--- config.mk ---
export PLATFORM = sky130hd
export DESIGN_NAME = ccms_clock_select
export DESIGN_NICKNAME = d
export VERILOG_FILES = /design/src/ccms_pkg.sv /design/src/ccms_clock_select.sv
export SDC_FILE = /design/constraint.sdc
export NUM_CORES = 1
export LEC_CHECK = 0
export BUFFER_PORTS_ARGS = -buffer_cell sky130_fd_sc_hd__buf_2
export CAP_MARGIN = 10
export CELL_PAD_IN_SITES_DETAIL_PLACEMENT = 1
export CELL_PAD_IN_SITES_GLOBAL_PLACEMENT = 2
export CORE_AREA = 2 2 113 115
export DETAILED_ROUTE_END_ITERATION = 10
export DIE_AREA = 0 0 115 117
export GPL_TIMING_DRIVEN = 0
export PLACE_DENSITY = 0.89
export SYNTH_ARGS = -nofsm -noshare
export SYNTH_HDL_FRONTEND = slang
export SYNTH_SLANG_ARGS = --single-unit
--- constraint.sdc ---
create_clock -name i_mclk -period 4.3 [get_ports i_mclk]
set_input_delay 0.43 -clock i_mclk [delete_from_list [all_inputs] [get_ports i_mclk]]
set_output_delay 0.43 -clock i_mclk [all_outputs]
set_load 0.02 [all_outputs]
--- src/ccms_pkg.sv ---
// Constants and types for the CPU clock mode selector
package ccms_pkg;

  // Reset-time mode codes on the three configuration bits
  localparam logic [2:0] CCMS_MODE_X4 = 3'h7;
  localparam logic [2:0] CCMS_MODE_X3 = 3'h6;
  localparam logic [2:0] CCMS_MODE_X2 = 3'h5;
  localparam logic [2:0] CCMS_MODE_X5 = 3'h4;
  localparam logic [2:0] CCMS_MODE_DIRECT = 3'h3;
  localparam logic [2:0] CCMS_MODE_X1P5 = 3'h2;
  localparam logic [2:0] CCMS_MODE_PRESCALE = 3'h1;
  localparam logic [2:0] CCMS_MODE_X2P5 = 3'h0;

  // CPU clock edges per input clock period (twice the factor)
  localparam logic [3:0] CCMS_EDGES_X4 = 4'h8;
  localparam logic [3:0] CCMS_EDGES_X3 = 4'h6;
  localparam logic [3:0] CCMS_EDGES_X2 = 4'h4;
  localparam logic [3:0] CCMS_EDGES_X5 = 4'ha;
  localparam logic [3:0] CCMS_EDGES_X1P5 = 4'h3;
  localparam logic [3:0] CCMS_EDGES_X2P5 = 4'h5;

  // Watchdog overflow after this many free-running clock cycles
  localparam logic [4:0] CCMS_WDOG_LIMIT = 5'h10;
  // Bit of the system configuration word that disables the watchdog
  localparam int CCMS_SYSCFG_WDOG_DIS_BIT = 4;
  // Cycles after reset release before the mode pins are captured
  localparam logic [1:0] CCMS_CAPTURE_WAIT = 2'h3;

  // How the CPU clock is currently produced
  typedef enum logic [1:0] {
    CCMS_SRC_PLL,
    CCMS_SRC_DIRECT,
    CCMS_SRC_PRESCALE,
    CCMS_SRC_FREERUN
  } ccms_src_t;

  // Status carried out of the block
  typedef struct packed {
    logic mode_valid;
    logic [2:0] mode;
    ccms_src_t src;
    logic pll_on;
    logic clock_fail;
  } ccms_status_t;

endpackage : ccms_pkg

--- src/ccms_clock_select.sv ---
// CPU clock mode selection, prescaler, PLL model and oscillator watchdog
// Notes on behaviour
// - Clock mechanism chosen by three pins at reset
// - Codes select PLL factors 4,3,2,5,1.5,2.5
// - Code 001 divides the input clock by two
// - Prescaler phases each last one input period
// - PLL runs in PLL modes; in codes 011 and 001 unless watchdog disable bit set
// - Marks every CPU clock edge as timing unit
// - Code 011 drives CPU clock directly, PLL off only when watchdog disabled
// - Watchdog enabled after reset in codes 011 and 001; config bit 4 disables
// - Counter cleared on input transitions, overflows at 16
// - Overflow: switch to free-run, flag irq, latch
`timescale 1ns/1ps
module ccms_clock_select #(
  parameter int PERIOD_W = 16 // Width of the input period measurement
) (
  input wire logic i_mclk, // Free-running reference clock, 125 MHz
  input wire logic i_rst, // Asynchronous reset, active high
  input wire logic i_ext_clock_input, // External clock pin
  input wire logic [2:0] i_reset_clock_mode_pins, // Mode pins, sampled at reset
  input wire logic [7:0] i_system_config_reg, // System configuration word
  output logic o_cpu_clk, // Generated CPU clock
  output logic o_cpu_edge, // One-cycle pulse on each CPU clock edge
  output logic o_clock_fail_irq, // Sticky clock failure request
  output ccms_pkg::ccms_status_t o_status // Mode and source status
);
  import ccms_pkg::*;

  // The reference clock stands in for the free-running PLL; a real part would
  // run its PLL from its own oscillator, so fallback timing here is idealised.

  // Pin synchronisers: three stages, change counted when stages two and three agree
  logic [2:0] ext_sync_q;
  logic [2:0] mode_s1_q;
  logic [2:0] mode_s2_q;
  logic [2:0] mode_s3_q;
  always_ff @(posedge i_mclk or posedge i_rst) begin
    if (i_rst) begin
      ext_sync_q <= 3'h0;
      mode_s1_q <= 3'h0;
      mode_s2_q <= 3'h0;
      mode_s3_q <= 3'h0;
    end else begin
      ext_sync_q <= {ext_sync_q[1:0], i_ext_clock_input};
      mode_s1_q <= i_reset_clock_mode_pins;
      mode_s2_q <= mode_s1_q;
      mode_s3_q <= mode_s2_q;
    end
  end

  // Filtered input level and its transitions. The synchroniser starts from zero, so a pin
  // idling high would look like a rising edge right after reset; transitions only count
  // once the stages hold real pin samples, which keeps prescaler and period counter honest.
  logic ext_lvl_q;
  logic ext_lvl_d;
  logic ext_primed_q;
  wire ext_agree = (ext_sync_q[1] == ext_sync_q[2]);
  assign ext_lvl_d = ext_agree ? ext_sync_q[2] : ext_lvl_q;
  wire ext_toggle = ext_primed_q && (ext_lvl_d != ext_lvl_q);
  wire ext_rise = ext_toggle & ext_lvl_d;

  // Mode capture a few cycles after release so the synchroniser has settled
  // Pins that disagree at capture fall back to the default factor of four
  logic [1:0] cap_cnt_q;
  logic cap_done_q;
  logic [2:0] mode_q;
  wire cap_now = !cap_done_q && (cap_cnt_q == CCMS_CAPTURE_WAIT);
  always_ff @(posedge i_mclk or posedge i_rst) begin
    if (i_rst) begin
      cap_cnt_q <= 2'h0;
      cap_done_q <= 1'b0;
      mode_q <= CCMS_MODE_X4;
    end else if (cap_now) begin
      cap_done_q <= 1'b1;
      mode_q <= (mode_s2_q == mode_s3_q) ? mode_s3_q : CCMS_MODE_X4;
    end else if (!cap_done_q) begin
      cap_cnt_q <= cap_cnt_q + 2'h1;
    end
  end

  // Transitions count only once the synchroniser holds real samples of the pin
  always_ff @(posedge i_mclk or posedge i_rst) begin
    if (i_rst) begin
      ext_primed_q <= 1'b0;
    end else begin
      ext_primed_q <= (cap_cnt_q == CCMS_CAPTURE_WAIT);
    end
  end

  // Edges per input period for each PLL code
  // Unlisted codes give eight, the factor-four reset default
  function automatic logic [3:0] ccms_edges(input logic [2:0] code);
    case (code)
      CCMS_MODE_X3: ccms_edges = CCMS_EDGES_X3;
      CCMS_MODE_X2: ccms_edges = CCMS_EDGES_X2;
      CCMS_MODE_X5: ccms_edges = CCMS_EDGES_X5;
      CCMS_MODE_X1P5: ccms_edges = CCMS_EDGES_X1P5;
      CCMS_MODE_X2P5: ccms_edges = CCMS_EDGES_X2P5;
      default: ccms_edges = CCMS_EDGES_X4;
    endcase
  endfunction : ccms_edges

  // Source decode
  // Watchdog exists only for the two non-PLL codes; PLL modes need no fallback
  wire is_direct = cap_done_q && (mode_q == CCMS_MODE_DIRECT);
  wire is_prescale = cap_done_q && (mode_q == CCMS_MODE_PRESCALE);
  wire is_pll = cap_done_q && !is_direct && !is_prescale;
  wire wdog_dis = i_system_config_reg[CCMS_SYSCFG_WDOG_DIS_BIT];
  wire wdog_on = (is_direct || is_prescale) && !wdog_dis;
  wire [3:0] edges = ccms_edges(mode_q);

  // Oscillator watchdog: the reference clock stands in for the free-running PLL
  logic [4:0] wdog_cnt_q;
  logic fail_q;
  wire wdog_ovf = wdog_on && !ext_toggle && (wdog_cnt_q == CCMS_WDOG_LIMIT - 5'h1);

  // Watchdog counter: zero while idle or on a transition, frozen after a failure
  always_ff @(posedge i_mclk or posedge i_rst) begin
    if (i_rst) begin
      wdog_cnt_q <= 5'h0;
    end else if (!wdog_on || ext_toggle) begin
      wdog_cnt_q <= 5'h0;
    end else if (!fail_q) begin
      wdog_cnt_q <= wdog_cnt_q + 5'h1;
    end
  end

  // Failure latch: only a hardware reset brings the input clock back as source
  always_ff @(posedge i_mclk or posedge i_rst) begin
    if (i_rst) begin
      fail_q <= 1'b0;
    end else if (wdog_ovf) begin
      fail_q <= 1'b1;
    end
  end

  // Input period measurement between rising edges, saturating on a stall
  logic [PERIOD_W-1:0] per_cnt_q;
  logic [PERIOD_W-1:0] period_q;
  logic per_armed_q;
  wire per_max = &per_cnt_q;
  // The first rise after reset only starts the count; a partial period would mistune the PLL
  wire per_load = ext_rise && per_armed_q;
  always_ff @(posedge i_mclk or posedge i_rst) begin
    if (i_rst) begin
      per_cnt_q <= '0;
      period_q <= '0;
      per_armed_q <= 1'b0;
    end else begin
      if (ext_rise) begin
        per_armed_q <= 1'b1;
        per_cnt_q <= '0;
      end else if (!per_max) begin
        per_cnt_q <= per_cnt_q + PERIOD_W'(1);
      end
      if (per_load) begin
        period_q <= per_cnt_q + PERIOD_W'(1);
      end
    end
  end

  // PLL model: phase accumulator yields 'edges' CPU edges per input period.
  // Input periods shorter than the edge count per period drop CPU edges.
  // Edge placement jitters by one reference cycle, like a real PLL's jitter.
  logic [PERIOD_W:0] acc_q;
  wire [PERIOD_W:0] acc_sum = acc_q + {{(PERIOD_W-3){1'b0}}, edges};
  wire pll_hit = (period_q != '0) && (acc_sum >= {1'b0, period_q});
  always_ff @(posedge i_mclk or posedge i_rst) begin
    if (i_rst) begin
      acc_q <= '0;
    end else if (!is_pll || period_q == '0) begin
      acc_q <= '0;
    end else if (pll_hit) begin
      acc_q <= acc_sum - {1'b0, period_q};
    end else begin
      acc_q <= acc_sum;
    end
  end

  // Next CPU clock level per source; after a failure the free-run wins
  wire clk_free = !o_cpu_clk;
  wire clk_prescale = ext_rise ? !o_cpu_clk : o_cpu_clk;
  wire clk_pll = (is_pll && pll_hit) ? !o_cpu_clk : o_cpu_clk;
  logic cpu_clk_d;
  ccms_src_t src_d;
  assign cpu_clk_d = fail_q ? clk_free
    : is_direct ? ext_lvl_d
    : is_prescale ? clk_prescale
    : clk_pll;
  assign src_d = fail_q ? CCMS_SRC_FREERUN
    : is_direct ? CCMS_SRC_DIRECT
    : is_prescale ? CCMS_SRC_PRESCALE
    : CCMS_SRC_PLL;

  // CPU clock and its edge marker
  always_ff @(posedge i_mclk or posedge i_rst) begin
    if (i_rst) begin
      ext_lvl_q <= 1'b0;
      o_cpu_clk <= 1'b0;
      o_cpu_edge <= 1'b0;
    end else begin
      ext_lvl_q <= ext_lvl_d;
      o_cpu_clk <= cpu_clk_d;
      o_cpu_edge <= (cpu_clk_d != o_cpu_clk);
    end
  end

  // Failure request and status word
  always_ff @(posedge i_mclk or posedge i_rst) begin
    if (i_rst) begin
      o_clock_fail_irq <= 1'b0;
      o_status <= '0;
    end else begin
      o_clock_fail_irq <= fail_q | wdog_ovf;
      o_status.mode_valid <= cap_done_q;
      o_status.mode <= mode_q;
      o_status.src <= src_d;
      o_status.pll_on <= is_pll || fail_q || wdog_on;
      o_status.clock_fail <= fail_q;
    end
  end

endmodule : ccms_clock_select

==> metrics <==
outcome complete, no violations; DP Worst Slack -0.347 ns; Die ar. 13500 um^2; fraction of layout cells with a size suffix above 1 0.155; Final Hold Fails 0; Tmin final 4.09 ns; largest net degree at the start of global routing 58; DP HPWL 8.75 mm; Setup CP Type flop to flop; Crit. End Element flop; crit path max fanout 7; initial antenna violation count 0; area grow syn2layout 15.3%; Post-synth EDFFs 0; Post-Syn Area 4830 um^2; Max transition margin 0.636; Final GP Congestion 0.817; fin. max-slew vios 0; initial drt markers 168; top_reg_cell synth dfrtp_1; ANT nets after route 0; NumNets Final 572; die width 115 um; Power Dens Cells 797 nW/um^2; vias per cell 5.36; DIE HEIGHT 117 um; setup_tns 0 ns; CTS buffer count 9; fin crit share 0.950; Reg2Reg Setup Slack 0.21 ns; Lkg Pwr 2.39 nW; hold crit path type primary input to asynchronous set/reset pin; Core Util, Final 0.452; vias in the first global route 3890; ANT cells 0; Syn Nets 536; starting density of the core 0.392; drt first pass iters 4; post-route DRC violation count 0; Mapped Cells 496; drt total wl 11.7 mm; global route total overflow 0; startpoint types flop; gr usage total 0.183; R2R depth 15; core area 12300 um^2; syn_area_per_cell 9.74 um^2; Site Rows 41; routed len/inst 17.0 um; warnings from Yosys 0; fmax 245 MHz; H-tree Lvls 3; IO buf count 17; # hold bufs at CTS 0; worst skew pair latency 0.35 ns; CTS tree done; clock sinks 87; Max VDD drop 0.000277 V; Max-cap violations 0; Setup Viol. Count Final 0; clk slew on worst S/H paths 0.08 ns; Post-Route Skew 0.0128 ns; r2r endpoint o_cpu_edge; fin worst setup slack 0.215 ns; root buffer cell clkbuf_16; vias 3684; Worst R2R Start mode_q[1]; IO Count 25; Max Root-Sink Buffers 2; Worst Max-Slew Pin Slew 0.545 ns; Seq/Total Area, Yosys 0.452; global-route wire length before repair 19.2 mm; FF+latch count, synth 87; Crit path required time 4.52 ns; fraction of registers with async set/reset 1.00; crit path DAT 4.31 ns; post-synth cell types 52
[worst max-delay path, cell delays in order, from the launching register on]
cell      delay, ns
dfstp_2        0.60
nor2_1         0.06
or2_2          0.30
fa_2           0.41
nor2b_1        0.17
o31a_2         0.24
nand2_1        0.09
xnor2_1        0.33
ha_1           0.39
a21oi_1        0.19
o21ai_0        0.21
a22oi_2        0.29
a31oi_4        0.20
buf_4          0.19
o221ai_1       0.17
o211ai_1       0.11
[cells in the mapped netlist, drive strengths merged (3+ instances only)]
cell	instances	area [um^2]
buf	3	27.5
nand3	18	90.1
a31oi	3	33.8
o21a	4	31.3
a211oi	7	82.6
clkbuf	12	45.0
nand2b	5	31.3
dfrtp	84	2100
mux2i	12	120
nor2b	8	50.1
nor4	5	31.3
nand2	24	90.1
nor2	63	252
a21oi	51	255
xnor2	27	236
o21bai	3	22.5
and4	3	26.3
dfstp	3	78.8
inv	32	120
nand4	19	134
o21ai	22	110
xor2	25	226
and3	10	67.6
a21o	4	30.0
ha	24	300
and2	3	18.8
[worst max path at each step]
| stage | start | to | slack, ns | cells after the start |
|---|---|---|---|---|
| 6_report | mode_q[1] | o_cpu_edge | 0.21 | 15 |
| 4_1_cts | mode_q[1] | acc_q[3] | 0.002 | 17 |
| 3_5_place_dp | mode_q[0] | acc_q[16] | -0.35 | 16 |
| 5_1_grt | mode_q[1] | acc_q[16] | -0.009 | 17 |
| 2_1_floorplan | mode_q[0] | acc_q[16] | 0.55 | 16 |
| 3_3_place_gp | mode_q[0] | acc_q[16] | -0.26 | 16 |
[state kept, by name (all words and copies together), names as in the netlist]
name              count
acc_q                17
per_cnt_q            16
period_q             16
o_status              8
wdog_cnt_q            5
ext_sync_q            3
mode_q                3
mode_s1_q             3
mode_s2_q             3
mode_s3_q             3
cap_cnt_q             2
cap_done_q            1
ext_lvl_q             1
ext_primed_q          1
fail_q                1
o_clock_fail_irq      1
o_cpu_clk             1
o_cpu_edge            1
per_armed_q           1
[cell usage in the layout, fill, tap and decap left out, types with 9 or more instances in the layout]
cell type,n
a21oi_1,49
clkbuf_16,10
xor2_1,24
and3_1,9
nand3_1,18
nand4_1,18
xnor2_1,26
nand2_1,23
buf_2,18
mux2i_1,12
dfrtp_1,84
inv_1,31
clkbuf_1,10
nor2_1,57
o21ai_0,16
ha_1,23
[layout make-up]
class,instances,area [um^2]
fillers,1408,6740
multi-input cells,362,2510
plain buffers,13,68.8
clock inverters,7,72.6
clock buffers,9,225
flip-flops and latches,87,2180
well taps,150,188
inverters,32,123
repair buffers,27,198
[power breakdown]
part,total [mW],internal [mW],switching (mW)
sequential,1.15,1.00,0.150
combinational,2.49,1.09,1.40
clock,0.796,0.410,0.387
[what timing repair did]
action / in CTS / in global routing
buffers inserted: 3 / 5
pin swaps: 2 / 2
cloned: 0 / 1
gates resized for setup: 7 / 8
setup endpoints to repair: 19 / 19
[through the flow]
stage | power [mW] | cells | area [um^2] | hold slack, ns
2_1_floorplan | 2.90 | 496 | 4830 | 0.331
3_3_place_gp | 3.32 | 663 | 5100 | 0.335
3_5_place_dp | 3.42 | 664 | 5130 | 0.336
4_1_cts | 4.30 | 682 | 5470 | 0.0835
5_1_grt | 4.76 | 687 | 5570 | 0.102
6_report | 4.44 | 687 | 5570 | 0.0701
[layer usage]
layer / part of all wire / wire [um] / GRT usage
met1: 0.46 / 5370 / 0.236
met2: 0.51 / 5950 / 0.312
met3: 0.015 / 174 / 0.0283
met4: 0.016 / 185 / 0.0691
met5: 0 / 0 / 0
[cells by family (layout without fill, tap and decap cells)]
group / Yosys count / after routing / synth area share
mux: 13 / 13 / 0.0272
simple gates: 164 / 164 / 0.173
compound gates: 106 / 106 / 0.140
xor+xnor: 52 / 52 / 0.0959
fa+ha+maj: 27 / 27 / 0.0725
buf+inv: 47 / 88 / 0.0399
flops: 87 / 87 / 0.452
No activity file was read; power rests on OpenSTA's default activity.
